==> src/ies_pkg.sv <==
package ies_pkg;
   ////////////////////////////////////////////////////////////////////////
   // register offsets (byte addresses)
   localparam logic [7:0] REG_PSW = 8'h00;
   localparam logic [7:0] REG_PC = 8'h04;
   localparam logic [7:0] REG_SP = 8'h08;
   localparam logic [7:0] REG_PROCESS_BLOCK_POINTER = 8'h0c;
   localparam logic [7:0] REG_ISP = 8'h10;
   localparam logic [7:0] REG_TEMP = 8'h14;
   localparam logic [7:0] REG_STAT = 8'h18;
   localparam logic [7:0] REG_CMD = 8'h1c;
   localparam logic [7:0] REG_MAPW = 8'h20;
   ////////////////////////////////////////////////////////////////////////
   // status word layout
   localparam int ET_LSB = 0;
   localparam int TM_BIT = 2;
   localparam int ISC_LSB = 3;
   localparam int I_BIT = 7;
   localparam int R_BIT = 8;
   localparam int IPL_LSB = 13;
   localparam int QIE_BIT = 24;
   localparam logic [31:0] PSW_RESET = 32'h0001e03b;
   localparam logic [31:0] ADDR_RESET = 32'h0000_0000;
   // exception classes, most severe first
   localparam logic [1:0] ET_RESET = 2'h0;
   localparam logic [1:0] ET_PROC = 2'h1;
   localparam logic [1:0] ET_STACK = 2'h2;
   localparam logic [1:0] ET_NORMAL = 2'h3;
   localparam logic [3:0] ISC_RUN = 4'h7;
   localparam logic [3:0] ISC_SAVED = 4'h0;
   localparam logic [1:0] ET_SAVED = 2'h1;
   localparam logic [3:0] ISC_OLD_PCB = 4'h0;
   localparam logic [3:0] ISC_NEW_PCB = 4'h1;
   localparam logic [3:0] ISC_INT_STACK = 4'h1;
   localparam logic [3:0] ISC_ID_FETCH = 4'h3;
   localparam logic [3:0] ISC_EXT_MEM = 4'h5;
   localparam logic [3:0] ISC_GATE_VEC = 4'h6;
   localparam logic [3:0] IPL_ALL = 4'hf;
   ////////////////////////////////////////////////////////////////////////
   // vector tables and control-block layout
   localparam logic [31:0] FULL_BASE = 32'h0000008c;
   localparam logic [31:0] QUICK_BASE = 32'h0000048c;
   localparam logic [1:0] FULL_SHIFT = 2'h2;
   localparam logic [1:0] QUICK_SHIFT = 2'h3;
   localparam logic [31:0] WORD = 32'h00000004;
   localparam logic [31:0] PAIR = 32'h00000008;
   localparam logic [31:0] SAVE_AREA_OFS = 32'h0000000c;
   localparam logic [31:0] MAP_OFS = 32'h00000018;

   typedef enum logic [10:0] {
      ST_IDLE = 11'h001, ST_IDF = 11'h002, ST_IDX = 11'h004,
      ST_PUSH = 11'h008, ST_SAVE = 11'h010, ST_LOAD = 11'h020,
      ST_MAP = 11'h040, ST_QPUSH = 11'h080, ST_QVEC = 11'h100,
      ST_RPOP = 11'h200, ST_RGPOP = 11'h400
   } ies_state_t;

   function automatic logic [31:0] ies_vec_addr(logic [31:0] base,
         logic [7:0] id, logic [1:0] sh);
      return base + ({24'h0, id} << sh);
   endfunction

   function automatic logic [31:0] ies_psw_mark(logic [31:0] processor_status_word,
         logic [3:0] internal_state_code, logic tm, logic [1:0] et);
      logic [31:0] p;
      p = processor_status_word;
      p[ISC_LSB +: 4] = internal_state_code;
      p[TM_BIT] = tm;
      p[ET_LSB +: 2] = et;
      return p;
   endfunction
endpackage

==> src/ies_mem_if.sv <==
`timescale 1ns/1ps
interface ies_mem_if;
   logic start;
   logic we;
   logic iack;
   logic kernel;
   logic [31:0] addr;
   logic [31:0] wdata;
   logic [31:0] rdata;
   logic done;
   logic fault;
   modport seq (output start, we, iack, kernel, addr, wdata,
      input rdata, done, fault);
   modport port (input start, we, iack, kernel, addr, wdata,
      output rdata, done, fault);
endinterface

==> src/ies_intr_seq.sv <==
// Chosen here: the APB slave port and the register addresses.
`timescale 1ns/1ps
// Overview of operation
// - fetch interrupt id into temp; fault gives stack exception, id-fetch
// - force kernel after id capture; quick path when quick enable is 1
// - full interrupt: temp becomes 140 plus 4 times the id
// - push old block pointer on interrupt stack; fault is reset class
// - save old context with fields 0,0,1; fault is process old-block
// - load new pointer, status, pc, sp; clear initial flag, adjust pointer
// - after load, live status gets fields 7,0,3
// - full path performs map block moves; fault is process new-block
// - full path ends by releasing forced kernel
// - quick interrupt: temp becomes 1164 plus 8 times the id
// - quick: release kernel, push status and pc, force kernel again
// - quick: load status and pc+4, priority 15; fault is gate-vector
// - quick path ends by releasing forced kernel
// - handler only takes a level above its loaded priority level
// - return-to-process pops pointer, restores context, does map moves
// - return-to-process saves nothing of the exiting handler
// - return-from-gate pops status and pc off the execution stack
// - four severity levels, 0 most severe; type and state code
// - ordinary execution holds type 3 and state code 7
// - exceptions keep type and state code for the handler
// - type 0 reset, 1 process, 2 stack
// - memory errors arrive on a fault input
// - type 3 is the normal, least severe class
// - maskable interrupt taken only when level exceeds priority level
module ies_intr_seq
   import ies_pkg::*;
(
   input logic pclk,
   input logic presetn,
   input logic psel,
   input logic penable,
   input logic pwrite,
   input logic [7:0] paddr,
   input logic [31:0] pwdata,
   output logic [31:0] prdata,
   output logic pready,
   output logic pslverr,
   input logic int_nmi,
   input logic [3:0] int_level,
   output logic mem_req,
   output logic mem_we,
   output logic mem_iack,
   output logic mem_kernel,
   output logic [31:0] mem_addr,
   output logic [31:0] mem_wdata,
   input logic mem_ack,
   input logic [31:0] mem_rdata,
   input logic mem_fault
);
   ////////////////////////////////////////////////////////////////////////
   ies_mem_if mi ();
   logic [4:0] pins_s;
   logic nmi_d_r, nmi_pend_r, nmi_pend_nxt, nmi_take_r, nmi_take_nxt;
   logic [31:0] psw_r, psw_nxt, pc_r, pc_nxt, sp_r, sp_nxt;
   logic [31:0] process_block_pointer_r, process_block_pointer_nxt, isp_r, isp_nxt, temp_r, temp_nxt;
   logic [31:0] map_r, map_nxt;
   ies_state_t st_r, st_nxt;
   logic [1:0] sub_r, sub_nxt;
   logic busy_r, busy_nxt, kern_r, kern_nxt, ret_r, ret_nxt;
   logic exc_r, exc_nxt;
   logic [1:0] exc_et_r, exc_et_nxt;
   logic [3:0] exc_isc_r, exc_isc_nxt;
   logic acc_c, we_c, iack_c;
   logic [31:0] addr_c, wdata_c;

   ies_sync2 #(.W(5)) u_sync (
      .pclk(pclk),
      .presetn(presetn),
      .d({int_nmi, int_level}),
      .q(pins_s)
   );

   ies_mem_port u_port (
      .pclk(pclk),
      .presetn(presetn),
      .mi(mi.port),
      .mem_req(mem_req),
      .mem_we(mem_we),
      .mem_iack(mem_iack),
      .mem_kernel(mem_kernel),
      .mem_addr(mem_addr),
      .mem_wdata(mem_wdata),
      .mem_ack(mem_ack),
      .mem_rdata(mem_rdata),
      .mem_fault(mem_fault)
   );

   ////////////////////////////////////////////////////////////////////////
   // apb slave
   wire [3:0] lvl_s = pins_s[3:0];
   wire nmi_s = pins_s[4];
   wire [3:0] priority_level_field = psw_r[IPL_LSB +: 4];
   wire idle = (st_r == ST_IDLE);
   wire acc_ph = psel && penable && !pready;
   wire wr = psel && penable && pready && pwrite;
   wire hit = (paddr == REG_PSW) || (paddr == REG_PC) ||
      (paddr == REG_SP) || (paddr == REG_PROCESS_BLOCK_POINTER) || (paddr == REG_ISP) ||
      (paddr == REG_TEMP) || (paddr == REG_STAT) || (paddr == REG_CMD) ||
      (paddr == REG_MAPW);
   wire [31:0] stat = {15'h0, kern_r, 4'h0, exc_isc_r, 2'h0, exc_et_r,
      2'h0, exc_r, !idle};
   wire [31:0] rd =
      (paddr == REG_PSW) ? psw_r :
      (paddr == REG_PC) ? pc_r :
      (paddr == REG_SP) ? sp_r :
      (paddr == REG_PROCESS_BLOCK_POINTER) ? process_block_pointer_r :
      (paddr == REG_ISP) ? isp_r :
      (paddr == REG_TEMP) ? temp_r :
      (paddr == REG_STAT) ? stat :
      (paddr == REG_MAPW) ? map_r : 32'h0;
   // context registers are only writable while the sequencer rests
   wire cpu_wr = wr && idle;
   wire cmd_return_to_process_op = cpu_wr && (paddr == REG_CMD) && pwdata[0];
   wire cmd_return_from_gate_op = cpu_wr && (paddr == REG_CMD) && pwdata[1];
   wire exc_clr = wr && (paddr == REG_STAT) && pwdata[1];

   ////////////////////////////////////////////////////////////////////////
   // interrupt acceptance
   wire nmi_edge = nmi_s && !nmi_d_r;
   wire lvl_ok = (lvl_s > priority_level_field);
   wire take = idle && !busy_r && !exc_r && (nmi_pend_r || lvl_ok);
   wire [7:0] id = temp_r[7:0];
   wire [31:0] ctx_ofs = {28'h0, sub_r, 2'b00};
   wire [31:0] quick_psw = {ies_psw_mark(mi.rdata, psw_r[ISC_LSB +: 4],
      psw_r[TM_BIT], psw_r[ET_LSB +: 2])};
   wire ok = mi.done && !mi.fault;

   assign mi.start = acc_c && !busy_r;
   assign mi.we = we_c;
   assign mi.iack = iack_c;
   assign mi.addr = addr_c;
   assign mi.wdata = wdata_c;
   assign mi.kernel = kern_r;

   always_comb begin
      psw_nxt = psw_r;
      pc_nxt = pc_r;
      sp_nxt = sp_r;
      process_block_pointer_nxt = process_block_pointer_r;
      isp_nxt = isp_r;
      temp_nxt = temp_r;
      map_nxt = map_r;
      st_nxt = st_r;
      sub_nxt = sub_r;
      kern_nxt = kern_r;
      ret_nxt = ret_r;
      nmi_take_nxt = nmi_take_r;
      exc_nxt = exc_r && !exc_clr;
      exc_et_nxt = exc_et_r;
      exc_isc_nxt = exc_isc_r;
      acc_c = 1'b0;
      we_c = 1'b0;
      iack_c = 1'b0;
      addr_c = 32'h0;
      wdata_c = 32'h0;
      if (cpu_wr) begin
         if (paddr == REG_PSW) psw_nxt = pwdata;
         else if (paddr == REG_PC) pc_nxt = pwdata;
         else if (paddr == REG_SP) sp_nxt = pwdata;
         else if (paddr == REG_PROCESS_BLOCK_POINTER) process_block_pointer_nxt = pwdata;
         else if (paddr == REG_ISP) isp_nxt = pwdata;
      end
      case (st_r)
         ST_IDLE: begin
            if (take) begin
               nmi_take_nxt = nmi_pend_r;
               st_nxt = ST_IDF;
            end else if (cmd_return_to_process_op) begin
               ret_nxt = 1'b1;
               st_nxt = ST_RPOP;
            end else if (cmd_return_from_gate_op) begin
               st_nxt = ST_RGPOP;
            end
         end
         ST_IDF: begin
            acc_c = 1'b1;
            iack_c = 1'b1;
            addr_c = {28'h0, lvl_s};
            if (ok) begin
               // nonmaskable entry always uses id zero
               temp_nxt = nmi_take_r ? 32'h0 : {24'h0, mi.rdata[7:0]};
               kern_nxt = 1'b1;
               st_nxt = ST_IDX;
            end
         end
         ST_IDX: begin
            sub_nxt = 2'h0;
            if (psw_r[QIE_BIT]) begin
               temp_nxt = ies_vec_addr(QUICK_BASE, id, QUICK_SHIFT);
               kern_nxt = 1'b0;
               st_nxt = ST_QPUSH;
            end else begin
               temp_nxt = ies_vec_addr(FULL_BASE, id, FULL_SHIFT);
               st_nxt = ST_PUSH;
            end
         end
         ST_PUSH: begin
            acc_c = 1'b1;
            we_c = 1'b1;
            addr_c = isp_r;
            wdata_c = process_block_pointer_r;
            if (ok) begin
               isp_nxt = isp_r + WORD;
               st_nxt = ST_SAVE;
            end
         end
         ST_SAVE: begin
            acc_c = 1'b1;
            we_c = 1'b1;
            addr_c = process_block_pointer_r + ctx_ofs;
            if (sub_r == 2'h0)
               wdata_c = ies_psw_mark(psw_r, ISC_SAVED, 1'b0, ET_SAVED);
            else if (sub_r == 2'h1)
               wdata_c = pc_r;
            else
               wdata_c = sp_r;
            if (ok) begin
               sub_nxt = (sub_r == 2'h2) ? 2'h0 : sub_r + 2'h1;
               if (sub_r == 2'h2) st_nxt = ST_LOAD;
            end
         end
         ST_LOAD: begin
            acc_c = 1'b1;
            addr_c = (sub_r == 2'h0) ? temp_r : process_block_pointer_r + ctx_ofs - WORD;
            if (ok) begin
               sub_nxt = sub_r + 2'h1;
               if (sub_r == 2'h0) process_block_pointer_nxt = mi.rdata;
               else if (sub_r == 2'h1) psw_nxt = mi.rdata;
               else if (sub_r == 2'h2) pc_nxt = mi.rdata;
               else begin
                  sp_nxt = mi.rdata;
                  sub_nxt = 2'h0;
                  st_nxt = ST_MAP;
                  if (!ret_r) begin
                     // the context loaded above was the handler's initial one
                     psw_nxt = ies_psw_mark(psw_r, ISC_RUN, 1'b0, ET_NORMAL);
                     if (psw_r[I_BIT]) begin
                        psw_nxt[I_BIT] = 1'b0;
                        process_block_pointer_nxt = process_block_pointer_r + SAVE_AREA_OFS;
                     end
                  end
               end
            end
         end
         ST_MAP: begin
            acc_c = psw_r[R_BIT];
            addr_c = process_block_pointer_r + MAP_OFS;
            if (ok || !psw_r[R_BIT]) begin
               if (psw_r[R_BIT]) map_nxt = mi.rdata;
               kern_nxt = 1'b0;
               ret_nxt = 1'b0;
               st_nxt = ST_IDLE;
            end
         end
         ST_QPUSH: begin
            acc_c = 1'b1;
            we_c = 1'b1;
            addr_c = sp_r + ctx_ofs;
            wdata_c = (sub_r == 2'h0) ? psw_r : pc_r;
            if (ok) begin
               sub_nxt = (sub_r == 2'h1) ? 2'h0 : 2'h1;
               if (sub_r == 2'h1) begin
                  sp_nxt = sp_r + PAIR;
                  kern_nxt = 1'b1;
                  st_nxt = ST_QVEC;
               end
            end
         end
         ST_QVEC: begin
            acc_c = 1'b1;
            addr_c = temp_r + ctx_ofs;
            if (ok) begin
               sub_nxt = (sub_r == 2'h1) ? 2'h0 : 2'h1;
               if (sub_r == 2'h0) begin
                  psw_nxt = quick_psw;
                  psw_nxt[IPL_LSB +: 4] = IPL_ALL;
               end else begin
                  pc_nxt = mi.rdata;
                  kern_nxt = 1'b0;
                  st_nxt = ST_IDLE;
               end
            end
         end
         ST_RPOP: begin
            // nothing of the exiting handler is written back
            acc_c = 1'b1;
            addr_c = isp_r - WORD;
            if (ok) begin
               isp_nxt = isp_r - WORD;
               process_block_pointer_nxt = mi.rdata;
               sub_nxt = 2'h1;
               st_nxt = ST_LOAD;
            end
         end
         ST_RGPOP: begin
            acc_c = 1'b1;
            addr_c = sp_r - PAIR + ctx_ofs;
            if (ok) begin
               sub_nxt = (sub_r == 2'h1) ? 2'h0 : 2'h1;
               if (sub_r == 2'h0) psw_nxt = mi.rdata;
               else begin
                  pc_nxt = mi.rdata;
                  sp_nxt = sp_r - PAIR;
                  st_nxt = ST_IDLE;
               end
            end
         end
         default: st_nxt = ST_IDLE;
      endcase
      // a fault aborts the step and is reported by class and state code
      if (mi.done && mi.fault) begin
         exc_nxt = 1'b1;
         st_nxt = ST_IDLE;
         sub_nxt = 2'h0;
         kern_nxt = 1'b0;
         ret_nxt = 1'b0;
         exc_et_nxt = ET_PROC;
         exc_isc_nxt = ISC_NEW_PCB;
         if (st_r == ST_IDF) begin
            exc_et_nxt = ET_STACK;
            exc_isc_nxt = ISC_ID_FETCH;
         end else if (st_r == ST_PUSH) begin
            exc_et_nxt = ET_RESET;
            exc_isc_nxt = ISC_INT_STACK;
         end else if (st_r == ST_SAVE) begin
            exc_isc_nxt = ISC_OLD_PCB;
         end else if (st_r == ST_QVEC) begin
            exc_et_nxt = ET_NORMAL;
            exc_isc_nxt = ISC_GATE_VEC;
         end else if (st_r == ST_RGPOP || st_r == ST_QPUSH) begin
            exc_et_nxt = ET_NORMAL;
            exc_isc_nxt = ISC_EXT_MEM;
         end
      end
   end

   // edge set wins over the take that clears it
   assign nmi_pend_nxt = nmi_edge || (nmi_pend_r && !take);
   assign busy_nxt = mi.start || (busy_r && !mi.done);

   ////////////////////////////////////////////////////////////////////////
   always_ff @(posedge pclk or negedge presetn) begin
      if (!presetn) begin
         psw_r <= PSW_RESET;
         pc_r <= ADDR_RESET;
         sp_r <= ADDR_RESET;
         process_block_pointer_r <= ADDR_RESET;
         isp_r <= ADDR_RESET;
         temp_r <= ADDR_RESET;
         map_r <= ADDR_RESET;
         st_r <= ST_IDLE;
         sub_r <= 2'h0;
         busy_r <= 1'b0;
         kern_r <= 1'b0;
         ret_r <= 1'b0;
         exc_r <= 1'b0;
         exc_et_r <= ET_NORMAL;
         exc_isc_r <= ISC_RUN;
         nmi_d_r <= 1'b0;
         nmi_pend_r <= 1'b0;
         nmi_take_r <= 1'b0;
      end else begin
         psw_r <= psw_nxt;
         pc_r <= pc_nxt;
         sp_r <= sp_nxt;
         process_block_pointer_r <= process_block_pointer_nxt;
         isp_r <= isp_nxt;
         temp_r <= temp_nxt;
         map_r <= map_nxt;
         st_r <= st_nxt;
         sub_r <= sub_nxt;
         busy_r <= busy_nxt;
         kern_r <= kern_nxt;
         ret_r <= ret_nxt;
         exc_r <= exc_nxt;
         exc_et_r <= exc_et_nxt;
         exc_isc_r <= exc_isc_nxt;
         nmi_d_r <= nmi_s;
         nmi_pend_r <= nmi_pend_nxt;
         nmi_take_r <= nmi_take_nxt;
      end
   end

   always_ff @(posedge pclk or negedge presetn) begin
      if (!presetn) begin
         pready <= 1'b0;
         pslverr <= 1'b0;
         prdata <= 32'h0;
      end else begin
         pready <= acc_ph;
         pslverr <= acc_ph && !hit;
         if (acc_ph) prdata <= rd;
      end
   end

   ////////////////////////////////////////////////////////////////////////
   chk_idfetch_fault_class: assert property (@(posedge pclk)
      disable iff (!presetn) (st_r == ST_IDF && mi.done && mi.fault)
      |=> (exc_r && exc_et_r == ET_STACK && exc_isc_r == ISC_ID_FETCH))
      else $error("id fetch fault not mapped to stack class");
   chk_kernel_forced: assert property (@(posedge pclk)
      disable iff (!presetn) (st_r == ST_IDX) |-> kern_r)
      else $error("kernel not forced after id capture");
   chk_full_index: assert property (@(posedge pclk)
      disable iff (!presetn) (st_r == ST_IDX && !psw_r[QIE_BIT])
      |=> (temp_r == 32'd140 + 32'd4 * {24'h0, $past(temp_r[7:0])}))
      else $error("full vector index wrong");
   chk_quick_index: assert property (@(posedge pclk)
      disable iff (!presetn) (st_r == ST_IDX && psw_r[QIE_BIT])
      |=> (temp_r == 32'd1164 + 32'd8 * {24'h0, $past(temp_r[7:0])})
      && !kern_r)
      else $error("quick vector index wrong");
   chk_push_fault_class: assert property (@(posedge pclk)
      disable iff (!presetn) (st_r == ST_PUSH && mi.done && mi.fault)
      |=> (exc_et_r == ET_RESET && st_r == ST_IDLE))
      else $error("interrupt stack fault not reset class");
   chk_saved_fields: assert property (@(posedge pclk)
      disable iff (!presetn) (mi.start && st_r == ST_SAVE && sub_r == 2'h0)
      |-> (mi.wdata[6:0] == 7'h01))
      else $error("saved status fields wrong");
   chk_handler_fields: assert property (@(posedge pclk)
      disable iff (!presetn)
      (st_r == ST_LOAD && sub_r == 2'h3 && ok && !ret_r)
      |=> (psw_r[6:0] == 7'h3b && st_r == ST_MAP))
      else $error("handler status fields wrong");
   chk_full_release: assert property (@(posedge pclk)
      disable iff (!presetn) (st_r == ST_MAP ##1 st_r == ST_IDLE)
      |-> !kern_r)
      else $error("kernel still forced after full entry");
   chk_quick_priority: assert property (@(posedge pclk)
      disable iff (!presetn) (st_r == ST_QVEC && sub_r == 2'h0 && ok)
      |=> (psw_r[IPL_LSB +: 4] == 4'hf))
      else $error("quick entry priority not raised");
   chk_mask_level: assert property (@(posedge pclk)
      disable iff (!presetn)
      (idle && !nmi_pend_r && !(lvl_s > priority_level_field) && !cmd_return_to_process_op && !cmd_return_from_gate_op)
      |=> (st_r == ST_IDLE))
      else $error("masked interrupt was taken");
endmodule // ies_intr_seq

==> src/ies_sync2.sv <==
`timescale 1ns/1ps
module ies_sync2 #(parameter int W = 5) (
   input logic pclk,
   input logic presetn,
   input logic [W-1:0] d,
   output logic [W-1:0] q
);
   logic [W-1:0] meta_r;
   always_ff @(posedge pclk or negedge presetn) begin
      if (!presetn) begin
         meta_r <= '0;
         q <= '0;
      end else begin
         meta_r <= d;
         q <= meta_r;
      end
   end
endmodule // ies_sync2

==> src/ies_mem_port.sv <==
`timescale 1ns/1ps
module ies_mem_port
   import ies_pkg::*;
(
   input logic pclk,
   input logic presetn,
   ies_mem_if.port mi,
   output logic mem_req,
   output logic mem_we,
   output logic mem_iack,
   output logic mem_kernel,
   output logic [31:0] mem_addr,
   output logic [31:0] mem_wdata,
   input logic mem_ack,
   input logic [31:0] mem_rdata,
   input logic mem_fault
);
   wire issue = mi.start && !mem_req;
   wire finish = mem_req && mem_ack;

   always_ff @(posedge pclk or negedge presetn) begin
      if (!presetn) begin
         mem_req <= 1'b0;
         mem_we <= 1'b0;
         mem_iack <= 1'b0;
         mem_kernel <= 1'b0;
         mem_addr <= ADDR_RESET;
         mem_wdata <= ADDR_RESET;
         mi.done <= 1'b0;
         mi.fault <= 1'b0;
         mi.rdata <= ADDR_RESET;
      end else begin
         mem_kernel <= mi.kernel;
         mi.done <= finish;
         if (issue) begin
            mem_req <= 1'b1;
            mem_we <= mi.we;
            mem_iack <= mi.iack;
            mem_addr <= mi.addr;
            mem_wdata <= mi.wdata;
         end else if (finish) begin
            mem_req <= 1'b0;
         end
         if (finish) begin
            // fault rides with the acknowledge of the access it belongs to
            mi.fault <= mem_fault;
            mi.rdata <= mem_rdata;
         end
      end
   end
endmodule // ies_mem_port

==> config.mk <==
export PLATFORM = sky130hd
export DESIGN_NAME = ies_intr_seq
export DESIGN_NICKNAME = d
export VERILOG_FILES = /design/src/ies_pkg.sv /design/src/ies_mem_if.sv /design/src/ies_intr_seq.sv /design/src/ies_sync2.sv /design/src/ies_mem_port.sv
export SDC_FILE = /design/constraint.sdc
export NUM_CORES = 1
export LEC_CHECK = 0
export ABC_AREA = 1
export BUFFER_PORTS_ARGS = -buffer_cell sky130_fd_sc_hd__clkbuf_2
export CORE_MARGIN = 2
export CORE_UTILIZATION = 30
export CTS_CLUSTER_DIAMETER = 120
export CTS_CLUSTER_SIZE = 12
export DETAILED_ROUTE_END_ITERATION = 6
export SYNTH_ARGS = -nofsm -noshare
export SYNTH_HDL_FRONTEND = slang
export SYNTH_SLANG_ARGS = --single-unit
export TNS_END_PERCENT = 20
==> constraint.sdc <==
create_clock -name pclk -period 4.1 [get_ports pclk]
set_input_delay 0.41 -clock pclk [delete_from_list [all_inputs] [get_ports pclk]]
set_output_delay 0.41 -clock pclk [all_outputs]
set_load 0.005 [all_outputs]
# ---- After elaboration in Yosys (flattened, before gate mapping)
# Cells that the tools add are included.
dict set report totals {
  register_bits 396
  out_inout_bits 102
  elab_cells 295
  input_bits 84
}
dict set report classes {
  mux 135
  n_addsub 14
  n_lt_le_gt_ge 1
  eq_ne 45
  reduce_logical 66
}
# op count
set op_table {}
lappend op_table {{two-way mux 32 bit} 65}
lappend op_table {{case mux 32 bit (3 select lines)} 3}
lappend op_table {{case mux 32 bit (9 select lines)} 1}
lappend op_table {{case mux 32 bit (2 select lines)} 4}
lappend op_table {{two-way mux 11 bit} 18}
lappend op_table {{adder 32 x 4 -> 32 bit} 4}
lappend op_table {{case mux 11 bit (10 select lines)} 1}
lappend op_table {{adder 32 x 4 -> 32 bit (second input constant)} 2}
lappend op_table {{subtractor 32 x 3 -> 32 bit (second input constant)} 2}
lappend op_table {{!= test 3 bit (second input constant)} 16}
lappend op_table {{adder 32 x 3 -> 32 bit (second input constant)} 1}
lappend op_table {{adder 32 x 5 -> 32 bit (second input constant)} 1}
lappend op_table {{equality test 8 x 5 -> 1 bit (second input constant)} 4}
lappend op_table {{subtractor 32 x 4 -> 32 bit (second input constant)} 1}
lappend op_table {{two-way mux 2 bit} 14}
lappend op_table {{logical AND 1 bit} 23}
lappend op_table {{two-way mux 1 bit} 17}
lappend op_table {{equality test 8 x 4 -> 1 bit (second input constant)} 2}
lappend op_table {{two-way mux 8 bit} 2}
lappend op_table {{two-way mux 3 bit} 5}
lappend op_table {{AND reduction 15 bit} 1}
lappend op_table {{logical OR 1 bit} 13}
lappend op_table {{adder 11 x 11 -> 12 bit (first input constant)} 1}
lappend op_table {{logical NOT 1 bit} 12}
lappend op_table {{other kinds (40)} 48}

# ---- Depth between registers and ports, before layout
dict set report logic_depth {
  word_depth 13
  mapped_depth 21
  depth_no_buf 20
}

# ---- By module
# A second synthesis with hierarchy kept.
dict set report hier_totals {
  cells_unflattened 4398
  hier_area_um2 29129.2
}
# mod instances area_per_inst_um2 seq_area_each_um2 cells_each
set by_module_without_submodules {}
lappend by_module_without_submodules {ies_intr_seq 1 24866.3 6600.1 3952}
lappend by_module_without_submodules {ies_mem_port 1 4012.6 2552.4 436}
lappend by_module_without_submodules {ies_sync2 1 250.2 250.2 10}

# ---- Least setup slack after synthesis
# No wires, ideal clock.
dict set report synth_timing {
  path_type {reg-to-reg}
  startpoint {register st_r[0]}
  endpoint {register u_port.mem_addr[16]}
  arrival_time_ns 2.665
  slack_ns 1.318
  path_stages_with_launch 18
  path_buffers 2
  setup_ns 0.117
  period_less_slack_ns 2.782
  required_ns 3.983
  cell_sequence {dfstp_2 nor2_2 nand2_2 nor2_4 o21ai_4 buf_2 buf_1 a21oi_1 fa_1 nor2_4 inv_2 nor2_2 nand2_1 xnor2_1 nand2_1 nand2_1 nand2_1 nand2_1}
}
dict set report synth_via {
  elab_chain_len 5
  elab_cells_between_ends 14
  cone_classes {eq/ne (9); mux (2); reduce/logical (3)}
}
# item line
set synth_lines {}
lappend synth_lines {{from (decl)} ies_intr_seq.sv:60} ;# ies_state_t st_r, st_nxt;
lappend synth_lines {{from (signal assigned)} ies_intr_seq.sv:373} ;# st_r <= st_nxt;
lappend synth_lines {{equality test 11 x 2 -> 1 bit, or another cell as far along} ies_intr_seq.sv:166} ;# case (st_r)
lappend synth_lines {{OR reduction 8 bit (no source line)} --}
lappend synth_lines {{case mux 1 bit (2 select lines)} ies_intr_seq.sv:166}
lappend synth_lines {{logical AND 1 bit} ies_intr_seq.sv:131} ;# assign mi.start = acc_c && !busy_r;
lappend synth_lines {{logical AND 1 bit} ies_mem_port.sv:18} ;# wire issue = mi.start && !mem_req;
lappend synth_lines {{to (signal assigned)} ies_mem_port.sv:39} ;# mem_addr <= mi.addr;
lappend synth_lines {{to (decl)} ies_mem_port.sv:12} ;# output logic [31:0] mem_addr,
# Several ways; a longest one is shown, not always the timed one.
# A chain may end at the register's enable or synchronous reset.

# ---- Final worst setup path
dict set report layout_timing {
  startpoint {register st_r[1]}
  endpoint {register u_port.mem_addr[18]}
}
# The elaborated chain is that of the path after synthesis.

==> flow_metrics.py <==
metrics = {
    "synthesis": {
        "syn_avg_cell_area_sq_um": 6.65,
        "yosysTopAreaCellShare": 0.320,
        "synthFlopType": "dfrtp_1",
        "synthesis.nets": 4341,
        "yosys.cell_count.top_type": "nand2_1",
        "synth_area_sq_um": 28100,
        "seq_area_frac_synth": 0.334,
        "synth_cells": 4230,
        "synth_area_leader_cell": "dfrtp_1",
        "synth-seq-cells": 375,
        "synth_warnings": 0,
        "async_flop_share": 1.00,
        "ys_top_cells_by_count": "nand2_1 (1037), o21ai_0 (557), nor2_1 (448)",
        "synth_edf_count": 0,
        "synth_cell_type_count": 69,
        "synthTopCellsByArea": "dfrtp_1 (32%), nand2_1 (14%), o21ai_0 (9.9%)",
    },
    "power": {
        "comb_power_share": 0.402,
        "power_switching_mw": 7.48,
        "internal_power_mw": 7.71,
        "finalPower_mw": 15.2,
        "clockPowerShare": 0.233,
        "ir_worst_vdd_mv": 0.310,
        "switching_share": 0.492,
        "seq_power_share": 0.365,
        "leakage_nw": 14.6,
        "powerDensity_nw_per_um2": 475,
    },
    "floorplan": {
        "die_h_um": 310,
        "design.core.area_sq_um": 93000,
        "start_util": 0.302,
        "rows": 112,
        "die_w_um": 310,
        "io_pins": 186,
        "die_area_sq_um": 96200,
    },
    "flow_run": {
        "maxCapViolations": 0,
    },
    "setup_path": {
        "crit_path_start_kind": "register",
        "r2r_start": "st_r[1]",
        "critPathLaunch": "st_r[1]",
        "cpPeakStageDelay_ps": 620,
        "crit_arrival_ps": 4240,
        "critical_path_peak_fanout": 9,
        "crit_type": "register to register",
        "critPathSlowestCell": "fa_1",
        "cp_common_cell": "nand2_1",
        "crit_chain": "nor2_2, nand2_2, nor2_4, nand2_1, buf_4, o21ai_0, ha_1, inv_1, fa_1, nor2_4, nand2_1, nor2_2, nand4_1, nand2_1, nor2_1, o21bai_1, nand2_1",
        "rrSetupSlack_ps": 330,
        "crit_path_end": "u_port.mem_addr[18]",
        "reg2reg_depth": 17,
        "worst_ep_required_time_ps": 4570,
        "critPathCaptureType": "register",
        "cp_top_family": "simple AND/OR/NAND/NOR gates",
        "crit_buf_inv": 2,
        "path_depth": 17,
        "r2r-end": "u_port.mem_addr[18]",
    },
    "placement": {
        "dpl.hpwl_mm": 128,
        "routabilityCongestion": 1.08,
        "io_buffers": 185,
    },
    "cts": {
        "path_clk_slew_ps": 60,
        "cts_buffer_depth": 3,
        "cts-resized-gates": 0,
        "cts_made_buffers": 38,
        "cts-root-buf": "clkbuf_16",
        "cts_tree": "built",
        "cts_setup_buffers": 0,
        "cts.sinks": 375,
        "clk_latency_ps": 600,
        "htree_levels": 2,
        "ctsHoldBuffers": 6,
    },
    "sta": {
        "fin_crit_sh": 0.919,
        "fmax_mhz": 265,
        "worstMarginPinSlew_ps": 1140,
        "drv_slew": 0,
        "tns_ps": 0,
        "setup_violations": 0,
        "finalHoldViolations": 0,
        "clock_skew_ps": 27.7,
        "fin_crit_ps": 3770,
        "rsz0062_at_grt": "false",
        "timing.slew.headroom": 0.235,
    },
    "global_routing": {
        "grt_max_degree": 99,
        "antenna_found_initial": 8,
        "grt_pass1_vias": 30900,
        "grt_pass1_wl_mm": 230,
        "grt.total_usage": 0.332,
        "overflow": 0,
    },
    "layout": {
        "fillCellCount": 10300,
        "area_growth_pct": 13.8,
        "layout-drive-gt1-share": 0.115,
        "nNetsFinal": 4482,
    },
    "route": {
        "num_vias": 33500,
        "first_pass_iters": 7,
        "ant_nets": 0,
        "drc_errors": 8,
        "via_per_inst": 5.93,
        "wl_per_cell_um": 28.9,
        "drt_iter0_drc": 5039,
        "drt-total-wl_mm": 163,
    },
    "status": {
        "violations": "DRC",
        "status": "finished, violations left",
    },
    "hold_path": {
        "hold_path_class": "input pin to register",
    },
}
==> registers in the layout, summed over array words and instances (netlist names), 3 cells and up <==
| register | count |
|---|---|
| pc_r | 32 |
| u_port.mem_wdata | 32 |
| u_port.mem_addr | 32 |
| map_r | 32 |
| st_r | 11 |
| exc_isc_r | 3 |
| sp_r | 32 |
| prdata | 32 |
| u_port.mi.rdata | 32 |
| process_block_pointer_r | 32 |
| psw_r | 32 |
| isp_r | 32 |
| u_sync.meta_r | 5 |
| u_sync.q | 5 |
| temp_r | 12 |
==> worst reg2reg max path: stages (launching register included) <==
cell and delay, ps:
dfrtp_1 410, nor2_2 150, nand2_2 110, nor2_4 190, nand2_1 150, buf_4 240
o21ai_0 320, ha_1 240, inv_1 60, fa_1 620, nor2_4 300, nand2_1 150
nor2_2 190, nand4_1 150, nand2_1 100, nor2_1 50, o21bai_1 150, nand2_1 80
==> layout by cell type (no fill, tap or decap), drive strengths merged, types with 9 or more instances in the layout <==
| master | n |
|---|---|
| nand2 | 1059 |
| o21ai | 587 |
| nor2 | 498 |
| inv | 443 |
| dfrtp | 360 |
| nand3 | 239 |
| clkbuf | 238 |
| a21oi | 163 |
| buf | 127 |
| nor3 | 83 |
| o22ai | 75 |
| a221oi | 59 |
| nand4 | 56 |
| xor2 | 53 |
| o211ai | 44 |
| a31oi | 30 |
| o221ai | 26 |
| o2111ai | 25 |
| ha | 25 |
| a32oi | 19 |
| a211oi | 15 |
| dfstp | 15 |
| nor4 | 15 |
| mux2i | 12 |
| a22oi | 12 |
| a22o | 11 |
| a32o | 11 |
| o32ai | 9 |
| xnor2 | 9 |
==> power by group through the flow <==
stage	sequential [mW]	combinational, mW	clock, mW
2_1_floorplan	4.87	3.56	0
3_3_place_gp	5.53	5.83	0
3_5_place_dp	5.53	5.81	0
4_1_cts	5.46	5.85	3.57
5_1_grt	5.56	6.51	3.71
6_report	5.55	6.11	3.53
==> stage by stage <==
stage          worst slack, ps  instance area (sq um)   util  std cells  hold slack (ps)
6_report                   332                  32000  0.344       5647             20.0
4_1_cts                    390                  32000  0.344       5643             3.33
3_5_place_dp               388                  30800  0.332       5579              338
5_1_grt                    114                  32000  0.344       5643             37.6
3_3_place_gp               421                  30800  0.332       5579              336
2_1_floorplan             1320                  28100      -       4230              114
==> cell families (layout without fill, tap and decap cells) <==
logic type | count (synthesis) | count (layout) | synth area share
and+or+nand+nor | 1966 | 1966 | 0.299
DFF | 375 | 375 | 0.334
xor gates and xnor gates | 62 | 62 | 0.0205
buffers and inverters | 665 | 824 | 0.0916
other | 0 | 4 | 0
muxes | 12 | 12 | 0.00427
AOI/OAI and AO/OA | 1123 | 1123 | 0.238
adders and majority gates | 27 | 27 | 0.0125
==> area by class of cell <==
type | instances | area, sq um | share of cell area
clock buffers | 54 | 1030 | 0.0322
multi-input cells | 3190 | 16200 | 0.506
well taps | 1254 | 1570 | 0.0490
flip-flops and latches | 375 | 9400 | 0.294
repair buffers | 317 | 2070 | 0.0646
diodes | 4 | 10.0 | 0.000313
clock inverters | 4 | 57.6 | 0.00180
inverters | 449 | 1690 | 0.0527
==> how the worst min path moves through the flow <==
stage | startpoint | endpoint | slack (ps) | depth (start not counted)
2_1_floorplan | presetn | busy_r | 110 | 0
3_3_place_gp | u_sync.meta_r[4] | u_sync.q[4] | 340 | 0
3_5_place_dp | u_sync.meta_r[4] | u_sync.q[4] | 340 | 0
4_1_cts | mem_rdata[17] | u_port.mi.rdata[17] | 3 | 3
5_1_grt | mem_rdata[17] | u_port.mi.rdata[17] | 40 | 3
6_report | mem_rdata[17] | u_port.mi.rdata[17] | 20 | 3
==> layer usage <==
layer,vias to the layer above,GRT usage,share of wire
met4,4,0.127,0.044
met3,344,0.0850,0.13
met5,-,0,0.00015
met1,16100,0.468,0.42
li1,14600,-,-
met2,2386,0.485,0.41
No activity file was read; power rests on OpenSTA's default activity.
